**config.mk**
```make
export PLATFORM = sky130hd
export DESIGN_NAME = fpsfl_status_word
export DESIGN_NICKNAME = d
export VERILOG_FILES = /design/src/fpsfl_pkg.sv /design/src/fpsfl_cc_sel.sv /design/src/fpsfl_flag_upd.sv
export SDC_FILE = /design/constraint.sdc
export NUM_CORES = 1
export LEC_CHECK = 0
export BUFFER_PORTS_ARGS = -buffer_cell sky130_fd_sc_hd__buf_2
export CORE_MARGIN = 3
export CORE_UTILIZATION = 41
export DETAILED_ROUTE_END_ITERATION = 8
export PLACE_DENSITY = 0.82
export SYNTH_ARGS = -nofsm -noshare
export SYNTH_HDL_FRONTEND = slang
export SYNTH_SLANG_ARGS = --single-unit
```
**constraint.sdc**
```tcl
create_clock -name clk -period 1.65 [get_ports clk]
set_clock_uncertainty 0.05 [all_clocks]
set_input_delay 0.2475 -clock clk [delete_from_list [all_inputs] [get_ports clk]]
set_output_delay 0.2475 -clock clk [all_outputs]
set_load 0.01 [all_outputs]
```
**src/fpsfl_pkg.sv**
```systemverilog
//==============================================================================
// Summary of operation
// - Six sticky exception flags in low bits.
// - Summary bit 7 set by unmasked flag.
// - Masked exception sets flag, not summary.
// - Set summary bit requests exception handling.
// - Flags sticky; cleared by clear, reinit, save.
// - Bit 15 mirrors the summary bit.
// - Compare: result in bits 0/3, 2 unordered.
// - Compare-to-flags: bit 1 reports stack fault only.
// - Remainder: quotient bits, bit 2 incomplete reduction.
// - Arithmetic: bit 1 round-up or stack fault.
// - Trig: bit 2 out of range, bit 1 round-up.
// - Loads and moves: bit 1 zero unless fault.
// - Environment load sets condition bits from image.
// - Control instructions leave condition bits unchanged.
// - Stack fault bit 6 set on overflow/underflow.
// - With stack fault, bit 1 gives fault type.
// - Stack fault sticky until explicit clear.
// - Top-of-stack number in bits 11 to 13.
// - Masks come from control word bits 0-5.
// - Examine: C1 sign, others operand class.
//==============================================================================
package fpsfl_pkg;
  // Status word field positions.
  localparam int FLAG_LSB = 0;
  localparam int FLAG_W = 6;
  localparam int STACK_FAULT_POS = 6;
  localparam int SUMMARY_POS = 7;
  localparam int COND0_POS = 8;
  localparam int COND1_POS = 9;
  localparam int COND2_POS = 10;
  localparam int TOP_LSB = 11;
  localparam int COND3_POS = 14;
  localparam int B_POS = 15;
  localparam logic [15:0] SW_RESET = 16'h0000;
  localparam logic [5:0] MASK_RESET = 6'h3f;
  localparam logic [2:0] TOP_RESET = 3'h0;

  // Instruction class reported by the datapath.
  typedef enum logic [3:0] {
    FPSFL_NONE, FPSFL_COMPARE_CC, FPSFL_COMPARE_FLAGS, FPSFL_EXAMINE,
    FPSFL_REMAINDER, FPSFL_ARITH, FPSFL_TRIG, FPSFL_LOADMOVE,
    FPSFL_ENV_LOAD, FPSFL_CONTROL, FPSFL_CLEAR, FPSFL_REINIT, FPSFL_SAVE
  } fpsfl_class_t;

  // One completed instruction from the datapath.
  typedef struct packed {
    logic valid;
    fpsfl_class_t cls;
    logic [5:0] exc;
    logic stack_fault;
    logic stack_over;
    logic [3:0] cc;
    logic top_we;
    logic [2:0] top;
    logic [15:0] image;
  } fpsfl_op_t;
endpackage : fpsfl_pkg

```
**src/fpsfl_cc_sel.sv**
```systemverilog
`timescale 1ns/1ps
// Combinational condition-code selector; cc is {bit3,bit2,bit1,bit0}.
module fpsfl_cc_sel
  import fpsfl_pkg::*;
(
  // Inputs
  input wire fpsfl_op_t op,
  input wire logic [3:0] cur,
  // Outputs
  output logic [3:0] next_cc
);
  // Datapath supplies cc as {bit3,bit2,bit1,bit0} with class meaning applied here.
  wire logic c1_fault = op.stack_over;
  always_comb
  begin
    next_cc = cur;
    // An idle bus must never move the codes, whatever class it still shows.
    unique case (op.valid ? op.cls : FPSFL_NONE)
      FPSFL_COMPARE_CC: next_cc = {op.cc[3], op.cc[2],
        op.stack_fault ? c1_fault : 1'b0, op.cc[0]};
      FPSFL_COMPARE_FLAGS: next_cc = {cur[3], cur[2],
        op.stack_fault ? c1_fault : 1'b0, cur[0]};
      FPSFL_EXAMINE: next_cc = op.cc;
      FPSFL_REMAINDER: next_cc = {op.cc[3], op.cc[2],
        op.stack_fault ? c1_fault : op.cc[1], op.cc[0]};
      FPSFL_ARITH: next_cc = {cur[3], cur[2],
        op.stack_fault ? c1_fault : op.cc[1], cur[0]};
      FPSFL_TRIG: next_cc = {cur[3], op.cc[2],
        op.stack_fault ? c1_fault : op.cc[1], cur[0]};
      FPSFL_LOADMOVE: next_cc = {cur[3], cur[2],
        op.stack_fault ? c1_fault : 1'b0, cur[0]};
      FPSFL_ENV_LOAD: next_cc = {op.image[COND3_POS], op.image[COND2_POS],
        op.image[COND1_POS], op.image[COND0_POS]};
      FPSFL_REINIT, FPSFL_SAVE: next_cc = 4'h0;
      FPSFL_NONE, FPSFL_CONTROL, FPSFL_CLEAR: next_cc = cur;
      default: next_cc = cur;
    endcase
  end
endmodule : fpsfl_cc_sel

```
**src/fpsfl_flag_upd.sv**
```systemverilog
`timescale 1ns/1ps
// Combinational sticky-flag update for the six flags and stack fault.
module fpsfl_flag_upd
  import fpsfl_pkg::*;
(
  // Inputs
  input wire fpsfl_op_t op,
  input wire logic [6:0] cur,
  // Outputs
  output logic [6:0] next_flags
);
  // One op per cycle, so a clear op carries no new exceptions; a clear
  // and event in the same op would be the clear op's own, which wins.
  wire logic clr = op.valid && (op.cls == FPSFL_CLEAR || op.cls == FPSFL_REINIT ||
    op.cls == FPSFL_SAVE);
  wire logic ld = op.valid && op.cls == FPSFL_ENV_LOAD;
  wire logic [6:0] evt = op.valid ? {op.stack_fault, op.exc} : 7'h00;
  always_comb
  begin
    if (ld)
      next_flags = op.image[6:0];
    else if (clr)
      next_flags = 7'h00;
    else
      next_flags = cur | evt;
  end
endmodule : fpsfl_flag_upd

//==============================================================================
// Status word register
module fpsfl_status_word
  import fpsfl_pkg::*;
(
  // Clock and reset
  input wire logic clk,
  input wire logic rst_b,
  // Datapath and control word masks
  input wire fpsfl_op_t op,
  input wire logic [5:0] ctrl_mask,
  // Status outputs
  output logic [15:0] status_word,
  output logic exc_request
);
  // Current fields picked out of the register.
  wire logic [6:0] cur_flags = status_word[STACK_FAULT_POS:FLAG_LSB];
  wire logic [3:0] cur_cc = {status_word[COND3_POS], status_word[COND2_POS],
    status_word[COND1_POS], status_word[COND0_POS]};
  wire logic [2:0] cur_top = status_word[TOP_LSB +: 3];
  logic [6:0] next_flags;
  logic [3:0] next_cc;
  logic [15:0] next_sw;

  fpsfl_flag_upd u_flags (.op(op), .cur(cur_flags), .next_flags(next_flags));
  fpsfl_cc_sel u_cc (.op(op), .cur(cur_cc), .next_cc(next_cc));

  // Stack pointer: image on restore, zero on reinit or save, else datapath.
  wire logic img_load = op.valid && op.cls == FPSFL_ENV_LOAD;
  wire logic top_zero = op.valid && (op.cls == FPSFL_REINIT || op.cls == FPSFL_SAVE);
  wire logic top_write = op.valid && op.top_we;
  wire logic [2:0] next_top = img_load ? op.image[TOP_LSB +: 3] :
    top_zero ? TOP_RESET : top_write ? op.top : cur_top;
  // Summary uses the live masks, so unmasking an old flag raises it at the next clock edge.
  wire logic next_summary = |(next_flags[FLAG_W-1:0] & ~ctrl_mask);

  // Assemble the next word field by field.
  always_comb
  begin
    next_sw = SW_RESET;
    next_sw[STACK_FAULT_POS:FLAG_LSB] = next_flags;
    next_sw[SUMMARY_POS] = next_summary;
    next_sw[COND0_POS] = next_cc[0];
    next_sw[COND1_POS] = next_cc[1];
    next_sw[COND2_POS] = next_cc[2];
    next_sw[TOP_LSB +: 3] = next_top;
    next_sw[COND3_POS] = next_cc[3];
    next_sw[B_POS] = next_summary;
  end

  // The word and the handler request leave straight from flip-flops.
  always_ff @(posedge clk or negedge rst_b)
  begin
    if (!rst_b)
    begin
      status_word <= SW_RESET;
      exc_request <= 1'b0;
    end
    else
    begin
      status_word <= next_sw;
      exc_request <= next_summary;
    end
  end
endmodule : fpsfl_status_word

```
**Word-level counts from Yosys, hierarchy flattened**

Cells that the tools add are included.

- Register bits: 16
- Input port bits: 45
- Output and inout port bits: 17
- Word-level logic and storage cells: 52

- Equal/unequal tests: 14
- Muxes and demuxes: 10
- Bitwise gates (word level): 6
- Reductions and logical operators: 16

Operators with widths:

| cell | number |
|---|---|
| 4-bit one-hot mux with 8 select lines | 1 |
| 4-bit equality test (second input constant) | 7 |
| 7-bit two-way mux | 3 |
| 4-bit by 3-bit equality test with 1-bit output (second input constant) | 4 |
| 3-bit two-way mux | 3 |
| 4-bit by 2-bit equality test with 1-bit output (second input constant) | 2 |
| 8-bit nonzero test | 1 |
| 7-bit bitwise OR | 1 |
| 6-bit bitwise AND | 1 |
| 6-bit NOT | 1 |
| 6-bit nonzero test | 1 |
| 6-bit OR reduction | 1 |
| 5-bit nonzero test | 1 |
| 4-bit by 1-bit equality test with 1-bit output (second input constant) | 1 |
| 1-bit logical AND | 4 |
| 4-bit two-way mux | 1 |
| 4-bit AND reduction | 1 |
| 2-bit OR reduction | 2 |
| 1-bit logical OR | 3 |
| 1-bit NOT | 3 |
| 3-bit AND reduction | 1 |
| 3-bit nonzero test | 1 |
| 1-bit two-way mux | 2 |

**Longest topological paths before layout**

- Depth in word-level cells: 8
- Mapped depth: 6
- Depth with buffers taken out: 5

**Hierarchy**

Synthesis repeated with hierarchy kept, for this count alone.

- Cells, all modules: 110
- Area total of the unflattened synthesis: 1,057.3 um^2

By module, submodules not included:

| module | instances | cells an instance | area an instance (um^2) | sequential area each (um^2) |
|---|---|---|---|---|
| fpsfl_status_word | 1 | 49 | 596.8 | 375.4 |
| fpsfl_cc_sel | 1 | 42 | 294.0 | 0.0 |
| fpsfl_flag_upd | 1 | 19 | 166.4 | 0.0 |

**Least setup slack after synthesis**

OpenSTA, ideal clock, no wires.

- Path type: input to register
- Start: input op[32] in the netlist's numbering
- End: register status_word[7] (netlist name)
- Library setup time: 129 ps
- Arrival time: 1,465 ps
- Data required time: 1,471 ps
- Path slack: 6 ps
- Stages on the path: 6
- Buffers on the path: 1
- Cells stage by stage: buf_4 nor2b_1 a211oi_4 a2bb2oi_1 o22ai_1 a2111o_1

- Longest elaborated chain between the ends: 8
- Elaborated cells between the ends (all ways): 12
- Classes of those cells: eq/ne: 4; mux: 2; bitwise: 1; reduce/logical: 5

RTL lines:

| what | line | RTL |
|---|---|---|
| from (decl) | fpsfl_flag_upd.sv:38 | `input wire fpsfl_op_t op,` |
| 4-bit equality test | fpsfl_flag_upd.sv:14 | `wire logic clr = op.valid && (op.cls == FPSFL_CLEAR \|\| op.cls == FPSFL_REINIT \|\|` |
| 1-bit logical OR (2 in series) | fpsfl_flag_upd.sv:14 |  |
| 1-bit logical AND | fpsfl_flag_upd.sv:14 |  |
| 7-bit two-way mux | fpsfl_flag_upd.sv:22 | `else if (clr)` |
| 7-bit two-way mux * | fpsfl_flag_upd.sv:20 | `if (ld)` |
| 6-bit bitwise AND * | fpsfl_flag_upd.sv:63 | `wire logic next_summary = \|(next_flags[FLAG_W-1:0] & ~ctrl_mask);` |
| 6-bit OR reduction * | fpsfl_flag_upd.sv:63 |  |
| via next_summary | fpsfl_flag_upd.sv:63 |  |

The timed path passes the listed nets; every way through them passes the cells marked *.
A chain may end at the register's enable or synchronous reset.

**Worst setup path after layout**

- Start: input op[32] in the netlist's numbering
- End: register status_word[7] (netlist name)

- Longest elaborated chain between the ends: 8
- Elaborated cells between the ends (all ways): 12
- Classes of those cells: eq/ne: 4; mux: 2; bitwise: 1; reduce/logical: 5

RTL lines:

| what | line |
|---|---|
| 4-bit equality test | fpsfl_flag_upd.sv:14 |
| 1-bit logical OR (2 in series) | fpsfl_flag_upd.sv:14 |
| 1-bit logical AND | fpsfl_flag_upd.sv:14 |
| 7-bit two-way mux | fpsfl_flag_upd.sv:22 |
| 7-bit two-way mux * | fpsfl_flag_upd.sv:20 |
| 6-bit bitwise AND * | fpsfl_flag_upd.sv:63 |
| 6-bit OR reduction * | fpsfl_flag_upd.sv:63 |
| via next_summary | fpsfl_flag_upd.sv:63 |

Marks and branches as above.

==> results.yml <==
grt:
  grt_pass1_vias: 1037
  grt_usage: 0.204
  grt_first_pass_wirelength_mm: 4.31
  grt_max_degree: 16
  grt_overflow: 0
  antenna_found_initial: 0
die:
  ios: 62
  die_w_um: 53.7
  die_h_um: 53.7
  placementRows: 16
  initial_utilization: 0.453
  coreArea_mm2: 0.00206
  die_area_mm2: 0.00289
clocking:
  clockBufferDepth: 2
  cts-root-buf: "clkbuf_4"
  clk_latency_ns: 0.27
  cts_buffers: 3
  path_clk_slew_ns: 0.09
  clock-sinks: 15
  cts_tree: "built"
  cts_resized: 0
  htreeDepth: 1
detailed_routing:
  first_pass_iters: 4
  top_layer: "met4"
  routed_wl_mm: 2.64
  vias: 1058
  drt_iter0_markers: 25
  wl_met2_mm: 1.29
  wl_met3_um: 232
  vias_per_cell: 5.16
  drtAntennaViolNets: 0
  drc: 0
  post_drt_wl_per_cell_um: 12.9
  wl_met1_mm: 1.11
worst_setup_path:
  r2r_end: "status_word[7]"
  worstPathArrival_ns: 1.69
  start_kind: "input pin"
  path_class: "input pin to flop"
  cp_max_fo: 8
  r2r_slack_ns: 0.25
  reg2regPathDepth: 4
  timing.rr.start: "status_word[3]"
  endpoint_kind: "flop"
  cp_data_required_time_ns: 1.81
sta:
  relSlewSlack: 0.767
  finalHoldViolations: 0
  setup_viol: 0
  finalCritPeriodShare: 0.924
  drv_slew: 0
  period_minus_slack_ns: 1.52
  tightestPinTransition_ns: 0.348
  rsz0062_at_grt: "false"
  fmax_mhz: 656
synth:
  yosysTopAreaCellShare: 0.402
  synth_cell_types: 31
  syn-cell-area_um2: 933
  synthCells: 112
  yosys_warnings: 0
  syn-mean-instance-area_um2: 8.33
  synth_nets: 157
  synth_area_leaders: "dfrtp_1, a21oi_1, o21ai_0"
  synth_area_leader_cell: "dfrtp_1"
  synth_edf_count: 0
  synth.top_cells.by_count: "dfrtp_1, nand2_1, a21oi_1, o21ai_0, inv_1"
  ys_seq_area_frac: 0.402
  synth-main-ff-cell: "dfrtp_1"
  synth-async-reset-ratio: 1.00
  yosys_register_bits: 15
power:
  combPwrFrac: 0.333
  internal-power_uw: 683
  cellLeakagePower_nw: 0.672
  peakVddDrop_mv: 0.503
  netSwitchingPower_uw: 312
  fin_total_pwr_uw: 995
  clkPwrFrac: 0.209
  seqPwrFrac: 0.457
  p_sw_frac: 0.314
  powerDensity_mw_per_mm2: 751
worst_hold_path:
  hp-class: "input pin to flop"
  hold_path_end: "status_word[6]"
  whs_path_depth: 3
  hold_start: "op[6]"
placed_design:
  io_buffers: 59
  dp_hpwl_mm: 2.13
  placed_area_mm2: 0.00129
  gp_congestion: 0.777
finish:
  largest_reg_flops: 15
  fin_area_mm2: 0.00133
  drive_gt1_frac: 0.438
  antenna_cells: 0
  top_register: "status_word"
  top_regs: "status_word (15)"
  fin_nets: 224
  area_growth_pct: 42.1
run:
  cap_violations: 0
status:
  status: "finished clean"
==> stage by stage <==
step	util	hold WS [ns]	setup TNS [ns]	cells	setup WS, ns
after detailed placement	0.626	0.128	-0.267	200	-0.148
final	0.643	0.124	0	205	0.125
after global placement	0.626	0.115	-0.145	200	-0.0804
after CTS	0.643	0.122	0	205	0.126
after floorplan	-	-0.0981	0	112	0.00585
after global routing	0.643	0.117	0	205	0.0653
==> critical path, cell delays in order <==
cell       delay, ns
buf_2           0.12
buf_4           0.14
or2_2           0.33
nor3_1          0.23
buf_4           0.22
a2bb2oi_1       0.09
o22ai_1         0.17
a2111o_1        0.13
==> layout make-up <==
cell class | count | area (µm²)
well taps | 27 | 33.8
fillers | 179 | 736
multi-input cells | 82 | 484
inverters | 7 | 26.3
clock buffers | 4 | 26.3
repair buffers | 70 | 380
flip-flops and latches | 15 | 375
==> power groups by stage <==
stage	logic [mW]	clock network (mW)	registers, mW
6_report	0.332	0.208	0.455
5_1_grt	0.370	0.236	0.462
4_1_cts	0.336	0.214	0.456
3_5_place_dp	0.334	0	0.462
3_3_place_gp	0.323	0	0.460
2_1_floorplan	0.146	0	0.492
==> worst max-delay path by stage <==
| stage | cells past startpoint | slack (ns) | startpoint | endpoint |
|---|---|---|---|---|
| global route | 8 | 0.07 | op[32] | status_word[7] |
| floorplan | 6 | 0.006 | op[32] | status_word[7] |
| CTS | 8 | 0.13 | op[32] | status_word[7] |
| detailed placement | 8 | -0.15 | op[32] | status_word[7] |
| finish | 8 | 0.13 | op[32] | status_word[7] |
| global placement | 6 | -0.08 | op[32] | status_word[7] |
==> logic make-up (layout without fill, tap and decap cells) <==
| family | Yosys count | after routing | synth area share |
|---|---|---|---|
| simple gates | 36 | 36 | 0.190 |
| compound gates | 43 | 43 | 0.294 |
| buf+inv | 15 | 81 | 0.0791 |
| mux | 3 | 3 | 0.0349 |
| flops | 15 | 15 | 0.402 |
==> timing repair <==
action / CTS / global route
hold buffers: 1 / 0
buffers inserted: 0 / 0
endpoints found under the setup margin: 0 / 0
endpoints found under the hold margin: 15 / 0
==> per-layer routing <==
layer | vias up | track usage
li1 | 524 | -
met1 | 487 | 0.264
met2 | 45 | 0.349
met3 | 2 | 0.0332
met4 | 0 | 0.0553
met5 | - | 0
==> cell usage in the layout (no fill, tap or decap), drive strengths merged, types with 2 or more instances in the layout <==
cell     netlist  layout
and2           2       2
mux2           2       2
nor3           2       2
a21o           3       3
a211oi         2       2
o21ai         13      13
nor2           5       5
o31ai          2       2
or2            2       2
inv            7       7
and3           2       2
buf            6      69
clkbuf         2       4
o22ai          2       2
dfrtp         15      15
nand2         16      16
a2bb2oi        4       4
a21oi         14      14
nor2b          2       2
No activity file was read; power rests on OpenSTA's default activity.
